==> config.mk <==
export PLATFORM = sky130hd
export DESIGN_NAME = tpw_timer
export DESIGN_NICKNAME = d
export VERILOG_FILES = /design/src/tpw_pkg.sv /design/src/tpw_timer.sv
export SDC_FILE = /design/constraint.sdc
export NUM_CORES = 1
export LEC_CHECK = 0
export BUFFER_PORTS_ARGS = -buffer_cell sky130_fd_sc_hd__buf_2
export CAP_MARGIN = 20
export CORE_ASPECT_RATIO = 1.75
export CORE_UTILIZATION = 43
export DETAILED_ROUTE_END_ITERATION = 16
export PLACE_DENSITY = 0.75
export SLEW_MARGIN = 25
export SYNTH_ARGS = -nofsm -noshare
export SYNTH_HDL_FRONTEND = slang
export SYNTH_SLANG_ARGS = --single-unit
==> constraint.sdc <==
create_clock -name CLK -period 2.2 [get_ports CLK]
set_input_delay 0.55 -clock CLK [delete_from_list [all_inputs] [get_ports CLK]]
set_output_delay 0.55 -clock CLK [all_outputs]
set_load 0.01 [all_outputs]
==> src/tpw_pkg.sv <==
// Package with register map, field positions, reset values and timing constants of the PWM timer.
package tpw_pkg;
   // Register byte addresses on the APB bus, one aligned word each.
   localparam logic [7:0] ADDR_CTRL_ONE = 8'h00;
   localparam logic [7:0] ADDR_CTRL_TWO = 8'h04;
   localparam logic [7:0] ADDR_FLAGS = 8'h08;
   localparam logic [7:0] ADDR_CAP1_HI = 8'h0c;
   localparam logic [7:0] ADDR_CAP1_LO = 8'h10;
   localparam logic [7:0] ADDR_CMP1_HI = 8'h14;
   localparam logic [7:0] ADDR_CMP1_LO = 8'h18;
   localparam logic [7:0] ADDR_CMP2_HI = 8'h1c;
   localparam logic [7:0] ADDR_CMP2_LO = 8'h20;
   localparam logic [7:0] ADDR_CNT_HI = 8'h24;
   localparam logic [7:0] ADDR_CNT_LO = 8'h28;
   localparam logic [7:0] ADDR_CAP2_HI = 8'h2c;
   localparam logic [7:0] ADDR_CAP2_LO = 8'h30;
   localparam logic [7:0] ADDR_POWER = 8'h34;
   // Control register one fields.
   localparam int C1_CAP_IE = 7;
   localparam int C1_CMP_IE = 6;
   localparam int C1_OVF_IE = 5;
   localparam int C1_FORCE2 = 4;
   localparam int C1_FORCE1 = 3;
   localparam int C1_LVL2 = 2;
   localparam int C1_EDGE1 = 1;
   localparam int C1_LVL1 = 0;
   // Control register two fields.
   localparam int C2_OUT1_EN = 7;
   localparam int C2_OUT2_EN = 6;
   localparam int C2_PULSE = 5;
   localparam int C2_PWM = 4;
   localparam int C2_TICK_HI = 3;
   localparam int C2_TICK_LO = 2;
   localparam int C2_EDGE2 = 1;
   localparam int C2_EXT_EDGE = 0;
   // Flag register fields.
   localparam int F_CAP1 = 7;
   localparam int F_CMP1 = 6;
   localparam int F_OVF = 5;
   localparam int F_CAP2 = 4;
   localparam int F_CMP2 = 3;
   // Reset and reload values.
   localparam logic [7:0] CTRL_RESET = 8'h00;
   localparam logic [15:0] CMP_RESET = 16'h8000;
   localparam logic [15:0] CNT_RESET = 16'hfffc;
   localparam logic [15:0] CNT_MAX = 16'hffff;
   // Tick source selections and prescaler limits (count minus one).
   localparam logic [1:0] TICK_DIV4 = 2'b00;
   localparam logic [1:0] TICK_DIV2 = 2'b01;
   localparam logic [1:0] TICK_DIV8 = 2'b10;
   localparam logic [1:0] TICK_EXT = 2'b11;
   localparam logic [2:0] PRE_LAST2 = 3'h1;
   localparam logic [2:0] PRE_LAST4 = 3'h3;
   localparam logic [2:0] PRE_LAST8 = 3'h7;
   // Power control bits in the power register.
   localparam int P_HALT = 0;
   localparam int P_WAIT = 1;
   localparam int P_GMASK = 2;
   // Halt wake-up state machine.
   typedef enum logic [1:0] {
      TPW_RUN  = 2'b01,
      TPW_HALT = 2'b10
   } tpw_state_t;
endpackage

==> src/tpw_timer.sv <==
// PWM timer with compare, capture, flags, low power handling and an APB register slave.
//
// Operation
// (RL1) PWM: pin one takes level one on compare-one match, level two on compare-two.
// (RL2) PWM: compare-two match reloads counter with FFFCh.
// (RL3) Level one high, level two low gives pulse of compare two minus one.
// (RL4) Equal levels keep pin one constant.
// (RL5) Period equals compare value plus five ticks.
// (RL6) Writing high compare byte suppresses compare until low byte written.
// (RL7) PWM mode never sets compare flags.
// (RL8) PWM: compare-two match sets capture flag one; interrupt if enabled, unmasked.
// (RL9) PWM disconnects capture input one; capture two still works.
// (RL10) PWM and single-pulse both set means PWM only.
// (RL11) Wait leaves timer running; enabled interrupt ends wait.
// (RL12) Halt freezes counter; interrupt wake resumes, reset restarts.
// (RL13) Capture edge in halt arms capture, performed on interrupt wake.
// (RL14) One shared interrupt, per-event enables and global mask; no halt wake.
// (RL15) Control register one resets to 00h with the given bit order.
// (RL16) Capture enable gates interrupts from either capture flag.
// (RL17) Compare enable gates interrupts from either compare flag.
// (RL18) Overflow enable gates the overflow flag interrupt.
// (RL19) Force two copies level two onto pin two when enabled.
// (RL20) Force one copies level one onto pin one when enabled.
// (RL21) Level two drives pin two on match, pin one in pulse modes.
// (RL22) Capture edge one: zero falling, one rising.
// (RL23) Tick select: 00 div4, 01 div2, 10 div8, 11 external.
// (RL24) Pin one carries waveform only while its output enable is set.
// (RL25) Flag cleared by status read then capture-one low byte access.
// (RL26) Compare once per tick; half-written compare never matches.
//
// Our own choices: register access over APB and the placing of the registers.
`timescale 1ns/1ps
module tpw_timer
   import tpw_pkg::*;
(
   input wire logic CLK,
   input wire logic RSTN,
   input wire logic PSEL,
   input wire logic PENABLE,
   input wire logic PWRITE,
   input wire logic [7:0] PADDR,
   input wire logic [31:0] PWDATA,
   output logic [31:0] PRDATA,
   output logic PREADY,
   output logic PSLVERR,
   input wire logic CAPTURE_IN_PIN_ONE,
   input wire logic CAPTURE_IN_PIN_TWO,
   input wire logic EXT_TICK_PIN,
   input wire logic INT_WAKE,
   output logic TIMER_OUT_PIN_ONE,
   output logic TIMER_OUT_PIN_ONE_OE,
   output logic TIMER_OUT_PIN_TWO,
   output logic TIMER_OUT_PIN_TWO_OE,
   output logic TIMER_IRQ,
   output logic WAIT_EXIT
);

   // Registers and state.
   logic [7:0] ctrl1_reg;
   logic [7:0] ctrl2_reg;
   logic [2:0] power_reg;
   logic [15:0] cmp1_reg;
   logic [15:0] cmp2_reg;
   logic cmp1_hold_reg;
   logic cmp2_hold_reg;
   logic [15:0] cnt_reg;
   logic [15:0] cap1_reg;
   logic [15:0] cap2_reg;
   logic [4:0] flag_reg;
   logic [4:0] flag_seen_reg;
   logic [2:0] pre_reg;
   logic out1_reg;
   logic out2_reg;
   logic [7:0] rdata_reg;
   logic [2:0] cap1_sync_reg;
   logic [2:0] cap2_sync_reg;
   logic [2:0] ext_sync_reg;
   logic arm1_reg;
   logic arm2_reg;
   tpw_state_t state_reg;
   tpw_state_t state_next;

   // Synchronise pin inputs; only the second and third stages are read by logic.
   always_ff @(posedge CLK or negedge RSTN) begin
      if (!RSTN) begin
         cap1_sync_reg <= 3'h0;
         cap2_sync_reg <= 3'h0;
         ext_sync_reg <= 3'h0;
      end else begin
         cap1_sync_reg <= {cap1_sync_reg[1:0], CAPTURE_IN_PIN_ONE};
         cap2_sync_reg <= {cap2_sync_reg[1:0], CAPTURE_IN_PIN_TWO};
         ext_sync_reg <= {ext_sync_reg[1:0], EXT_TICK_PIN};
      end
   end

   // Edge detect on synchronised levels; the edge bit picks rising or falling.
   function automatic logic edge_hit(input logic [2:0] s, input logic rising);
      edge_hit = rising ? (s[1] & ~s[2]) : (~s[1] & s[2]);
   endfunction

   // Mode decode: PWM wins over single pulse.
   wire pwm_mode = ctrl2_reg[C2_PWM]; // [RL10]
   wire pulse_mode = ctrl2_reg[C2_PULSE] & ~pwm_mode; // [RL10]
   wire halted = (state_reg == TPW_HALT);
   wire [1:0] tick_sel = ctrl2_reg[C2_TICK_HI:C2_TICK_LO];

   // Tick generation: the prescaler runs only out of halt.
   wire [2:0] pre_last = (tick_sel == TICK_DIV2) ? PRE_LAST2 :
                         (tick_sel == TICK_DIV8) ? PRE_LAST8 : PRE_LAST4; // [RL23]
   wire ext_tick = edge_hit(ext_sync_reg, ctrl2_reg[C2_EXT_EDGE]);
   wire tick = ~halted & ((tick_sel == TICK_EXT) ? ext_tick : (pre_reg == pre_last)); // [RL23]

   // Compare once per tick; a held (half-written) register never matches.
   wire match1 = tick & ~cmp1_hold_reg & (cnt_reg == cmp1_reg); // [RL6] [RL26]
   wire match2 = tick & ~cmp2_hold_reg & (cnt_reg == cmp2_reg); // [RL6] [RL26]
   wire overflow = tick & (cnt_reg == CNT_MAX);

   // Capture edges; pin one is cut off from the timer in PWM mode.
   wire edge1 = edge_hit(cap1_sync_reg, ctrl1_reg[C1_EDGE1]) & ~pwm_mode; // [RL9] [RL22]
   wire edge2 = edge_hit(cap2_sync_reg, ctrl2_reg[C2_EDGE2]); // [RL9]
   wire wake = halted & INT_WAKE;
   wire cap1_evt = (~halted & edge1) | (wake & arm1_reg); // [RL13]
   wire cap2_evt = (~halted & edge2) | (wake & arm2_reg); // [RL13]

   // Counter next value; compare two reloads in PWM so period is compare plus five ticks.
   wire [15:0] cnt_inc = cnt_reg + 16'h0001;
   wire [15:0] cnt_next = (pwm_mode & match2) ? CNT_RESET : cnt_inc; // [RL2] [RL5]

   // Bus decode: zero wait states, access phase completes at once.
   wire acc = PSEL & PENABLE;
   wire wr = acc & PWRITE;
   wire rd = acc & ~PWRITE;
   wire addr_ok = (PADDR[1:0] == 2'b00) && (PADDR <= ADDR_POWER);
   wire flags_rd = rd & (PADDR == ADDR_FLAGS);
   wire cap1_lo_acc = acc & (PADDR == ADDR_CAP1_LO);
   wire cap2_lo_acc = acc & (PADDR == ADDR_CAP2_LO);
   wire cmp1_lo_acc = acc & (PADDR == ADDR_CMP1_LO);
   wire cmp2_lo_acc = acc & (PADDR == ADDR_CMP2_LO);
   wire cnt_lo_acc = acc & (PADDR == ADDR_CNT_LO);
   wire cnt_lo_wr = wr & (PADDR == ADDR_CNT_LO);
   wire [4:0] flag_clr = flag_seen_reg & {cap1_lo_acc, cmp1_lo_acc, cnt_lo_acc,
                                          cap2_lo_acc, cmp2_lo_acc}; // [RL25]
   // Hardware events; in PWM compare flags never set and compare two sets capture one.
   wire [4:0] flag_set = {cap1_evt | (pwm_mode & match2), // [RL8]
                          match1 & ~pwm_mode, overflow, cap2_evt, // [RL7]
                          match2 & ~pwm_mode}; // [RL7]
   wire [15:0] cap_src = halted ? cnt_reg : cnt_reg;
   wire [7:0] flag_byte = {flag_reg, 3'h0};

   // Read mux.
   wire [7:0] rd_mux =
      (PADDR == ADDR_CTRL_ONE) ? ctrl1_reg :
      (PADDR == ADDR_CTRL_TWO) ? ctrl2_reg :
      (PADDR == ADDR_FLAGS) ? flag_byte :
      (PADDR == ADDR_CAP1_HI) ? cap1_reg[15:8] :
      (PADDR == ADDR_CAP1_LO) ? cap1_reg[7:0] :
      (PADDR == ADDR_CMP1_HI) ? cmp1_reg[15:8] :
      (PADDR == ADDR_CMP1_LO) ? cmp1_reg[7:0] :
      (PADDR == ADDR_CMP2_HI) ? cmp2_reg[15:8] :
      (PADDR == ADDR_CMP2_LO) ? cmp2_reg[7:0] :
      (PADDR == ADDR_CNT_HI) ? cnt_reg[15:8] :
      (PADDR == ADDR_CNT_LO) ? cnt_reg[7:0] :
      (PADDR == ADDR_CAP2_HI) ? cap2_reg[15:8] :
      (PADDR == ADDR_CAP2_LO) ? cap2_reg[7:0] :
      (PADDR == ADDR_POWER) ? {5'h00, power_reg} : 8'h00;

   // Interrupt: per-event enables, global mask; one request shared by all flag groups.
   wire irq_raw = (ctrl1_reg[C1_CAP_IE] & (flag_reg[F_CAP1-3] | flag_reg[F_CAP2-3])) | // [RL16]
                  (ctrl1_reg[C1_CMP_IE] & (flag_reg[F_CMP1-3] | flag_reg[F_CMP2-3])) | // [RL17]
                  (ctrl1_reg[C1_OVF_IE] & flag_reg[F_OVF-3]); // [RL18]
   assign TIMER_IRQ = irq_raw & ~power_reg[P_GMASK]; // [RL14]
   assign WAIT_EXIT = TIMER_IRQ & power_reg[P_WAIT]; // [RL11]

   // Pin outputs and bus answers.
   assign TIMER_OUT_PIN_ONE = out1_reg;
   assign TIMER_OUT_PIN_ONE_OE = ctrl2_reg[C2_OUT1_EN]; // [RL24]
   assign TIMER_OUT_PIN_TWO = out2_reg;
   assign TIMER_OUT_PIN_TWO_OE = ctrl2_reg[C2_OUT2_EN];
   assign PREADY = 1'b1;
   assign PSLVERR = acc & ~addr_ok;
   assign PRDATA = {24'h000000, rdata_reg};

   // Halt state: entered by software, left only by an outside wake, never by timer events.
   always_comb begin
      state_next = state_reg;
      case (state_reg)
         TPW_RUN: begin
            if (power_reg[P_HALT]) begin
               state_next = TPW_HALT;
            end
         end
         TPW_HALT: begin
            if (INT_WAKE) begin
               state_next = TPW_RUN; // [RL12] [RL14]
            end
         end
         default: state_next = TPW_RUN;
      endcase
   end

   // Control registers; halt bit drops on wake so software sees it left.
   always_ff @(posedge CLK or negedge RSTN) begin
      if (!RSTN) begin
         ctrl1_reg <= CTRL_RESET; // [RL15]
         ctrl2_reg <= CTRL_RESET;
         power_reg <= 3'h0;
         state_reg <= TPW_RUN;
      end else begin
         state_reg <= state_next;
         if (wr & (PADDR == ADDR_CTRL_ONE)) ctrl1_reg <= PWDATA[7:0]; // [RL15]
         if (wr & (PADDR == ADDR_CTRL_TWO)) ctrl2_reg <= PWDATA[7:0];
         if (wr & (PADDR == ADDR_POWER)) begin
            power_reg <= PWDATA[2:0];
         end else if (wake) begin
            power_reg[P_HALT] <= 1'b0;
            power_reg[P_WAIT] <= 1'b0;
         end else if (WAIT_EXIT) begin
            power_reg[P_WAIT] <= 1'b0; // [RL11]
         end
      end
   end

   // Compare registers: high byte write holds the compare until the low byte.
   always_ff @(posedge CLK or negedge RSTN) begin
      if (!RSTN) begin
         cmp1_reg <= CMP_RESET;
         cmp2_reg <= CMP_RESET;
         cmp1_hold_reg <= 1'b0;
         cmp2_hold_reg <= 1'b0;
      end else begin
         if (wr & (PADDR == ADDR_CMP1_HI)) begin
            cmp1_reg[15:8] <= PWDATA[7:0];
            cmp1_hold_reg <= 1'b1; // [RL6]
         end
         if (wr & cmp1_lo_acc) begin
            cmp1_reg[7:0] <= PWDATA[7:0];
            cmp1_hold_reg <= 1'b0; // [RL6]
         end
         if (wr & (PADDR == ADDR_CMP2_HI)) begin
            cmp2_reg[15:8] <= PWDATA[7:0];
            cmp2_hold_reg <= 1'b1; // [RL6]
         end
         if (wr & cmp2_lo_acc) begin
            cmp2_reg[7:0] <= PWDATA[7:0];
            cmp2_hold_reg <= 1'b0; // [RL6]
         end
      end
   end

   // Prescaler and counter; frozen in halt, a counter low-byte write restarts from the reset value.
   always_ff @(posedge CLK or negedge RSTN) begin
      if (!RSTN) begin
         pre_reg <= 3'h0;
         cnt_reg <= CNT_RESET; // [RL12]
      end else begin
         if (!halted) pre_reg <= (pre_reg >= pre_last) ? 3'h0 : pre_reg + 3'h1; // [RL12]
         if (cnt_lo_wr) begin
            cnt_reg <= CNT_RESET;
         end else if (tick) begin
            cnt_reg <= cnt_next; // [RL2] [RL11]
         end
      end
   end

   // Captures and halt arming; a capture in halt waits for the wake to store the count.
   always_ff @(posedge CLK or negedge RSTN) begin
      if (!RSTN) begin
         cap1_reg <= 16'h0000;
         cap2_reg <= 16'h0000;
         arm1_reg <= 1'b0;
         arm2_reg <= 1'b0;
      end else begin
         if (cap1_evt) cap1_reg <= cap_src; // [RL13]
         if (cap2_evt) cap2_reg <= cap_src; // [RL9]
         if (wake) begin
            arm1_reg <= 1'b0;
            arm2_reg <= 1'b0;
         end else if (halted) begin
            if (edge1) arm1_reg <= 1'b1; // [RL13]
            if (edge2) arm2_reg <= 1'b1; // [RL13]
         end
      end
   end

   // Flags: status read records set flags; the low byte access clears them; set wins.
   always_ff @(posedge CLK or negedge RSTN) begin
      if (!RSTN) begin
         flag_reg <= 5'h00;
         flag_seen_reg <= 5'h00;
      end else begin
         flag_reg <= (flag_reg & ~flag_clr) | flag_set; // [RL25] [RL8]
         if (flags_rd) begin
            flag_seen_reg <= flag_reg; // [RL25]
         end else begin
            flag_seen_reg <= flag_seen_reg & ~flag_clr;
         end
      end
   end

   // Output levels. In PWM the pin follows the two compare levels; force is ignored there.
   always_ff @(posedge CLK or negedge RSTN) begin
      if (!RSTN) begin
         out1_reg <= 1'b0;
         out2_reg <= 1'b0;
      end else if (pwm_mode) begin
         if (match2) begin
            out1_reg <= ctrl1_reg[C1_LVL2]; // [RL1] [RL3] [RL4] [RL21]
         end else if (match1) begin
            out1_reg <= ctrl1_reg[C1_LVL1]; // [RL1] [RL3] [RL4]
         end
      end else if (pulse_mode) begin
         if (cap1_evt) out1_reg <= ctrl1_reg[C1_LVL2]; // [RL21]
         else if (match1) out1_reg <= ctrl1_reg[C1_LVL1];
      end else begin
         if (match1 | ctrl1_reg[C1_FORCE1]) out1_reg <= ctrl1_reg[C1_LVL1]; // [RL20]
         if (match2 | ctrl1_reg[C1_FORCE2]) out2_reg <= ctrl1_reg[C1_LVL2]; // [RL19] [RL21]
      end
   end

   // Registered read data, taken during the setup phase.
   always_ff @(posedge CLK or negedge RSTN) begin
      if (!RSTN) begin
         rdata_reg <= 8'h00;
      end else if (PSEL & ~PENABLE) begin
         rdata_reg <= rd_mux;
      end
   end

endmodule // tpw_timer

==> results of run 1 <==
-- synthesized netlist by cell type (all sizes together) (4+ instances only) --
master	number	area, um2
nor2b	6	37.5
a31oi	4	25.0
a221oi	7	61.3
o211ai	7	57.6
a211oi	4	30.0
nand2b	7	43.8
or2	4	25.0
ha	4	50.1
nor3	10	55.1
nand2	62	233
a22o	6	52.6
nand4	7	43.8
and3	4	25.0
or4	6	45.0
o22ai	8	50.1
buf	40	264
dfrtp	120	3000
nor2	41	164
o21ai	43	215
xor2	14	123
mux2	88	991
nand3	17	85.1
dfstp	17	447
a311oi	4	35.0
nor4	4	25.0
inv	11	41.3
mux2i	13	130
xnor2	33	289
o31ai	5	37.5
clkbuf	33	124
a21o	4	30.0
a21oi	28	140
and2	7	43.8
a22oi	9	67.6
o32ai	4	35.0
-- cell type report --
class,instances,share of cell area (%)
clock buffer,18,4.61
tap,227,2.98
timing repair buffer,161,12.9
inverter,11,0.434
multi-input combinational,523,40.7
sequential,137,36.2
clock inverter,14,2.18
-- layer usage --
layer / track usage (%) / part of all wire (%) / wire, um
met3: 4.62 / 4.9 / 1200
met4: 24.9 / 10 / 2440
met2: 49.0 / 50 / 12300
met1: 30.4 / 35 / 8500
met5: 0 / 0 / 0
-- how the worst min path moves through the flow --
| stage | start | endpoint | depth (start not counted) |
|---|---|---|---|
| 3_3_place_gp | cap2_sync_reg[0]$_DFF_PN0_ | cap2_sync_reg[1]$_DFF_PN0_ | 0 |
| 5_1_grt | RSTN | cmp2_reg[4]$_DFFE_PN0P_ | 1 |
| 3_5_place_dp | ext_sync_reg[0]$_DFF_PN0_ | ext_sync_reg[1]$_DFF_PN0_ | 0 |
| 2_1_floorplan | RSTN | TIMER_OUT_PIN_ONE$_DFFE_PN0P_ | 0 |
| 4_1_cts | RSTN | cap1_sync_reg[1]$_DFF_PN0_ | 1 |
| 6_report | RSTN | cmp2_reg[4]$_DFFE_PN0P_ | 1 |
-- power groups by stage --
stage	sequential (mW)	clock, mW	combinational [mW]
floorplan	2.90	0	0.835
global placement	2.99	0	1.31
detailed placement	3.00	0	1.34
CTS	2.96	3.18	1.38
global route	2.99	3.28	1.52
finish	2.97	3.16	1.43
-- kinds of logic (layout without fill, tap and decap cells) --
group	after synthesis	after routing	synth area share [%]
adders and majority gates	4	4	0.666
AOI/OAI and AO/OA	153	153	13.9
other	2	25	0.100
buffers and inverters	84	204	5.71
and+or+nand+nor	192	192	13.1
xor gates and xnor gates	47	47	5.48
muxes	102	102	15.2
DFF	137	137	45.9
-- stage by stage --
stage,hold slack [ns],util (%),TNS [ns]
finish,0.0342,55.9,-0.566
global route,0.0595,55.9,-1.32
CTS,0.0395,55.6,-0.604
detailed placement,0.345,51.2,-17.42
global placement,0.333,51.2,-15.79
floorplan,0.254,-,-0.241
-- repair_timing --
| item | 4_1_cts | 5_1_grt |
|---|---|---|
| endpoints found under the setup margin | 20 | 41 |
| resized for setup | 16 | 12 |
| setup buffers | 3 | 1 |
| pin swaps | 4 | 2 |
==> results.tsv, run 1 <==
stage	metric	value	unit
floorplan	rows	63	
global_route	grt_overflow	0	
worst_setup_path	worst-setup-path-type	reg -> reg	
sta	worstMarginPinSlew	0.555	ns
place	place_area	8710	um2
clocking	ctsHoldBuffers	0	
cells_and_area	fin_area	9520	um2
worst_hold_path	hp-class	in -> async	
sta	finalSetupViolCount	4	
power	p_total	7.55	mW
synth	async_reset_ff_share	100	%
synth	synth.distinct_cells	70	
clocking	cts.clk_slew.worst_paths	0.07	ns
worst_setup_path	r2r-start	ctrl2_reg[2]$_DFFE_PN0P_	
sta	hold_viol	0	
floorplan	die_y	177	um
cells_and_area	fin_nets	904	
synth	seq_area_frac_synth	45.9	%
synth	netlist_area	7510	um2
clocking	clockBufferDepth	2	
sta	min_period_over_period	112	%
synth	synth_warnings	0	
sta	skew	0.00878	ns
global_route	grt_max_degree	51	
detailed_routing	antenna_left	0	
sta	fin_ws	-0.255	ns
run_status	violations	setup timing	
detailed_routing	drc	0	
detailed_routing	vias	6438	
power	power.switching	2.16	mW
sta	maxSlewHeadroom	63.0	%
floorplan	dieWidth	102	um
sta	rsz0062_at_grt	yes	
synth	synth-edff-count	0	
floorplan	start_util	44.1	%
power	swShare	28.6	%
place	place_congestion	0.979	
detailed_routing	firstDrtPassIters	5	
detailed_routing	wire_per_inst	22.4	um
global_route	grt_first_pass_wirelength	37300	um
worst_setup_path	end_kind	flip-flop	
cells_and_area	seq_area	3450	um2
synth	avgSynthCellArea	10.4	um2
clocking	cts_max_level	4	
global_route	grt_usage	28.9	%
sta	fmax	0.407	GHz
worst_setup_path	worstPathCellList	nand2b_4 > ha_4 > a32o_2 > o311ai_4 > buf_4 > or4_4 > or2_4 > a311oi_2 > o21ai_1	
power	seq_power_share	39.3	%
worst_setup_path	crit_buf_inv	1	
detailed_routing	drt-total-wl	24400	um
clocking	cts_sinks	137	
cells_and_area	final_common_cell	dfrtp_1	
clocking	cts_buffers	17	
power	p_leak	4.38	nW
detailed_routing	vias_per_cell	5.90	
worst_setup_path	cp_top_family	simple AND/OR/NAND/NOR gates	
floorplan	io_pins	89	
synth	synthesis.instances	721	
global_route	antenna_found_initial	0	
cells_and_area	multiInputGateArea	3870	um2
synth	ys_ff_latch	137	
power	powerDensity	793	nW/um2
worst_setup_path	critPathMaxFanout	3	
sta	finalCriticalPeriod	2.46	ns
job	max_cap_violations	0	
worst_setup_path	arrival	2.77	ns
sta	finalMaxSlewViolations	0	
clocking	cts_tree	yes	
power	pwr-share-comb	18.9	%
worst_setup_path	startpoint	ctrl2_reg[2]$_DFFE_PN0P_	
worst_setup_path	worstRegToRegCells	9	
cells_and_area	fillers	1476	
global_route	grt_pass1_vias	6448	
power	p_clk_share	41.8	%
place	dpl.hpwl	18100	um
worst_setup_path	reg2reg_slack	-0.26	ns
detailed_routing	drt_iter0_drc	397	
worst_setup_path	cp_data_required_time	2.51	ns
worst_setup_path	cpMaxStageDelayCell	or4_4	
run_status	status	finished with violations	
floorplan	core-area	17000	um2
worst_setup_path	worst_path_largest_cell_delay	0.49	ns
clocking	ctsRootBufferMaster	clkbuf_16	
worst_setup_path	cp.depth	9	
cells_and_area	fin_cells	1091	
floorplan	dieArea	18000	um2
place	pre_cts_slack	-0.491	ns
worst_setup_path	critPathLaunchType	flip-flop	
worst_setup_path	cp-endpoint	TIMER_OUT_PIN_ONE$_DFFE_PN0P_	
cells_and_area	final_cell_mix	dfrtp_1, buf_4, mux2_2	
cells_and_area	drive_above_1_share	38.5	%
worst_setup_path	rr_endpoint	TIMER_OUT_PIN_ONE$_DFFE_PN0P_	
clocking	clkLatencyLatePin	0.43	ns
place	dp_cells	1057	
power	irDropWorstVdd	0.532	mV
synth	synthFlopType	dfrtp_1	
cells_and_area	area_delta_synth_final	26.7	%
place	io_buffers	39	
power	internal_power	5.39	mW
cells_and_area	insertedDiodeCount	0	
(Power assumes the default switching activity.)
==> run 2, diff against run 1 <==
--- a/config.mk
+++ b/config.mk
@@ -9,6 +9,8 @@
 export CAP_MARGIN = 20
+export CELL_PAD_IN_SITES_DETAIL_PLACEMENT = 1
+export CELL_PAD_IN_SITES_GLOBAL_PLACEMENT = 1
 export CORE_ASPECT_RATIO = 1.75
-export CORE_UTILIZATION = 43
+export CORE_UTILIZATION = 42
 export DETAILED_ROUTE_END_ITERATION = 16
-export PLACE_DENSITY = 0.75
+export PLACE_DENSITY = 0.88
 export SLEW_MARGIN = 25
--- a/constraint.sdc
+++ b/constraint.sdc
@@ -3,2 +3,2 @@
 set_output_delay 0.55 -clock CLK [all_outputs]
-set_load 0.01 [all_outputs]
+set_load 0.05 [all_outputs]
==> results.tsv, run 2 (synthesis results as in run 1) <==
stage	metric	value	unit
power	p_leak	4.51	nW
global_route	grt_first_pass_wirelength	47200	um
place	place_area	8760	um2
clocking	cts.clk_slew.worst_paths	0.07	ns
detailed_routing	top_layer_used	met4	
worst_setup_path	reg2reg_slack	-0.37	ns
floorplan	dieArea	18400	um2
cells_and_area	final_common_cell	dfrtp_1	
detailed_routing	wl_met1	11900	um
sta	finalCriticalPeriod	2.57	ns
detailed_routing	wire_per_inst	32.7	um
worst_setup_path	critPathMaxFanout	3	
worst_hold_path	hp-class	in -> async	
cells_and_area	fin_cells	1108	
clocking	ctsRootBufferMaster	clkbuf_16	
clocking	clkLatencyLatePin	0.45	ns
worst_setup_path	startpoint	cmp2_reg[9]$_DFFE_PN0P_	
clocking	clockBufferDepth	2	
sta	finalSetupViolCount	43	
detailed_routing	firstDrtPassIters	5	
detailed_routing	routed-wl-met3	3380	um
cells_and_area	area_delta_synth_final	32.5	%
sta	fin_ws	-0.368	ns
floorplan	rows	64	
detailed_routing	antenna_left	0	
job	max_cap_violations	0	
worst_setup_path	cp-endpoint	TIMER_OUT_PIN_TWO$_DFFE_PN0P_	
worst_setup_path	cp_data_required_time	2.52	ns
sta	whs	0.0288	ns
worst_setup_path	arrival	2.89	ns
cells_and_area	drive_above_1_share	44.8	%
global_route	grt_pass1_vias	7621	
place	dp_cells	1057	
run_status	violations	setup timing	
floorplan	dieWidth	103	um
detailed_routing	vias	7311	
worst_setup_path	critPathLaunchType	flip-flop	
global_route	antenna_found_initial	1	
place	dpl.hpwl	20300	um
cells_and_area	fin_area	9960	um2
cells_and_area	fillers	1901	
clocking	ctsHoldBuffers	0	
global_route	grt_overflow	0	
detailed_routing	drt_iter0_drc	715	
place	place_congestion	0.938	
detailed_routing	drt-total-wl	36200	um
sta	rsz0062_at_grt	yes	
clocking	cts_sinks	137	
sta	fmax	0.389	GHz
detailed_routing	routed-wl-met2	16900	um
worst_setup_path	rr_endpoint	TIMER_OUT_PIN_TWO$_DFFE_PN0P_	
floorplan	io_pins	89	
global_route	grt_max_degree	46	
sta	maxSlewHeadroom	57.5	%
clocking	cts_max_level	4	
floorplan	die_y	179	um
cells_and_area	fin_nets	917	
worst_setup_path	worst-setup-path-type	reg -> reg	
worst_setup_path	worstRegToRegCells	7	
clocking	cts_buffers	17	
floorplan	start_util	43.0	%
floorplan	core-area	17500	um2
sta	hold_viol	0	
place	io_buffers	39	
power	irDropWorstVdd	0.509	mV
cells_and_area	fin_util	57.0	%
sta	worstMarginPinSlew	0.633	ns
detailed_routing	drc	0	
detailed_routing	vias_per_cell	6.60	
cells_and_area	insertedDiodeCount	0	
worst_setup_path	r2r-start	cmp2_reg[9]$_DFFE_PN0P_	
sta	finalMaxSlewViolations	0	
run_status	status	finished with violations	
sta	min_period_over_period	117	%
power	powerDensity	782	nW/um2
cells_and_area	final_cell_mix	dfrtp_1, buf_4, mux2_2	
clocking	cts_tree	yes	
global_route	grt_usage	36.8	%
sta	skew	0.0132	ns
worst_setup_path	end_kind	flip-flop	
-- run 2: final cells by class --
| type | instances | area (um2) | area share, % |
|---|---|---|---|
| tap | 231 | 289 | 2.90 |
| multi-input combinational | 523 | 4180 | 42.0 |
| inverter | 11 | 41.3 | 0.415 |
| timing repair buffer | 174 | 1410 | 14.2 |
| sequential | 137 | 3450 | 34.7 |
| clock buffer | 17 | 425 | 4.27 |
| clock inverter | 15 | 155 | 1.56 |
-- run 2: how the worst min path moves through the flow --
| stage | start | end | slack [ns] | cells after the start |
|---|---|---|---|---|
| floorplan | RSTN | TIMER_OUT_PIN_ONE$_DFFE_PN0P_ | 0.25 | 0 |
| CTS | RSTN | cmp1_reg[11]$_DFFE_PN0P_ | 0.05 | 1 |
| detailed placement | cap2_sync_reg[0]$_DFF_PN0_ | cap2_sync_reg[1]$_DFF_PN0_ | 0.34 | 0 |
| finish | RSTN | cmp2_reg[9]$_DFFE_PN0P_ | 0.03 | 1 |
| global route | RSTN | cmp2_reg[9]$_DFFE_PN0P_ | 0.06 | 1 |
| global placement | cap1_sync_reg[0]$_DFF_PN0_ | cap1_sync_reg[1]$_DFF_PN0_ | 0.33 | 0 |
-- run 2: timing repair --
action                                  4_1_cts  5_1_grt
endpoints found under the setup margin       25       35
gates resized for setup                      37       74
pin swaps                                     9       33
buffers inserted                              7       15
-- run 2: worst max-delay path, stage by stage, from the launching register on --
cell and delay [ns]:
dfrtp_1 0.46, xnor2_1 0.55, nand4_1 0.29, nor4_4 0.37, and2_4 0.26, buf_4 0.14, o21ai_2 0.06, mux2_2 0.30
-- run 2: per-stage QoR --
stage	TNS [ns]	total power, mW	setup WS, ns
2_1_floorplan	-0.411	3.87	-0.215
3_3_place_gp	-13.50	4.37	-0.424
3_5_place_dp	-19.78	4.46	-0.435
4_1_cts	-0.769	7.46	-0.238
5_1_grt	-5.65	7.94	-0.380
6_report	-3.91	7.78	-0.368
-- run 2: metal layers --
metal  up-vias  GRT usage, %
met3       274          8.38
met5         -             0
met4         0          32.2
li1       2839             -
met1      3611          38.8
met2       587          60.4
-- run 2: where the power goes --
part / internal [mW] / switching (mW)
Combinational: 0.714 / 1.11
Sequential: 2.77 / 0.256
Clock: 1.60 / 1.33
Total: 5.08 / 2.70
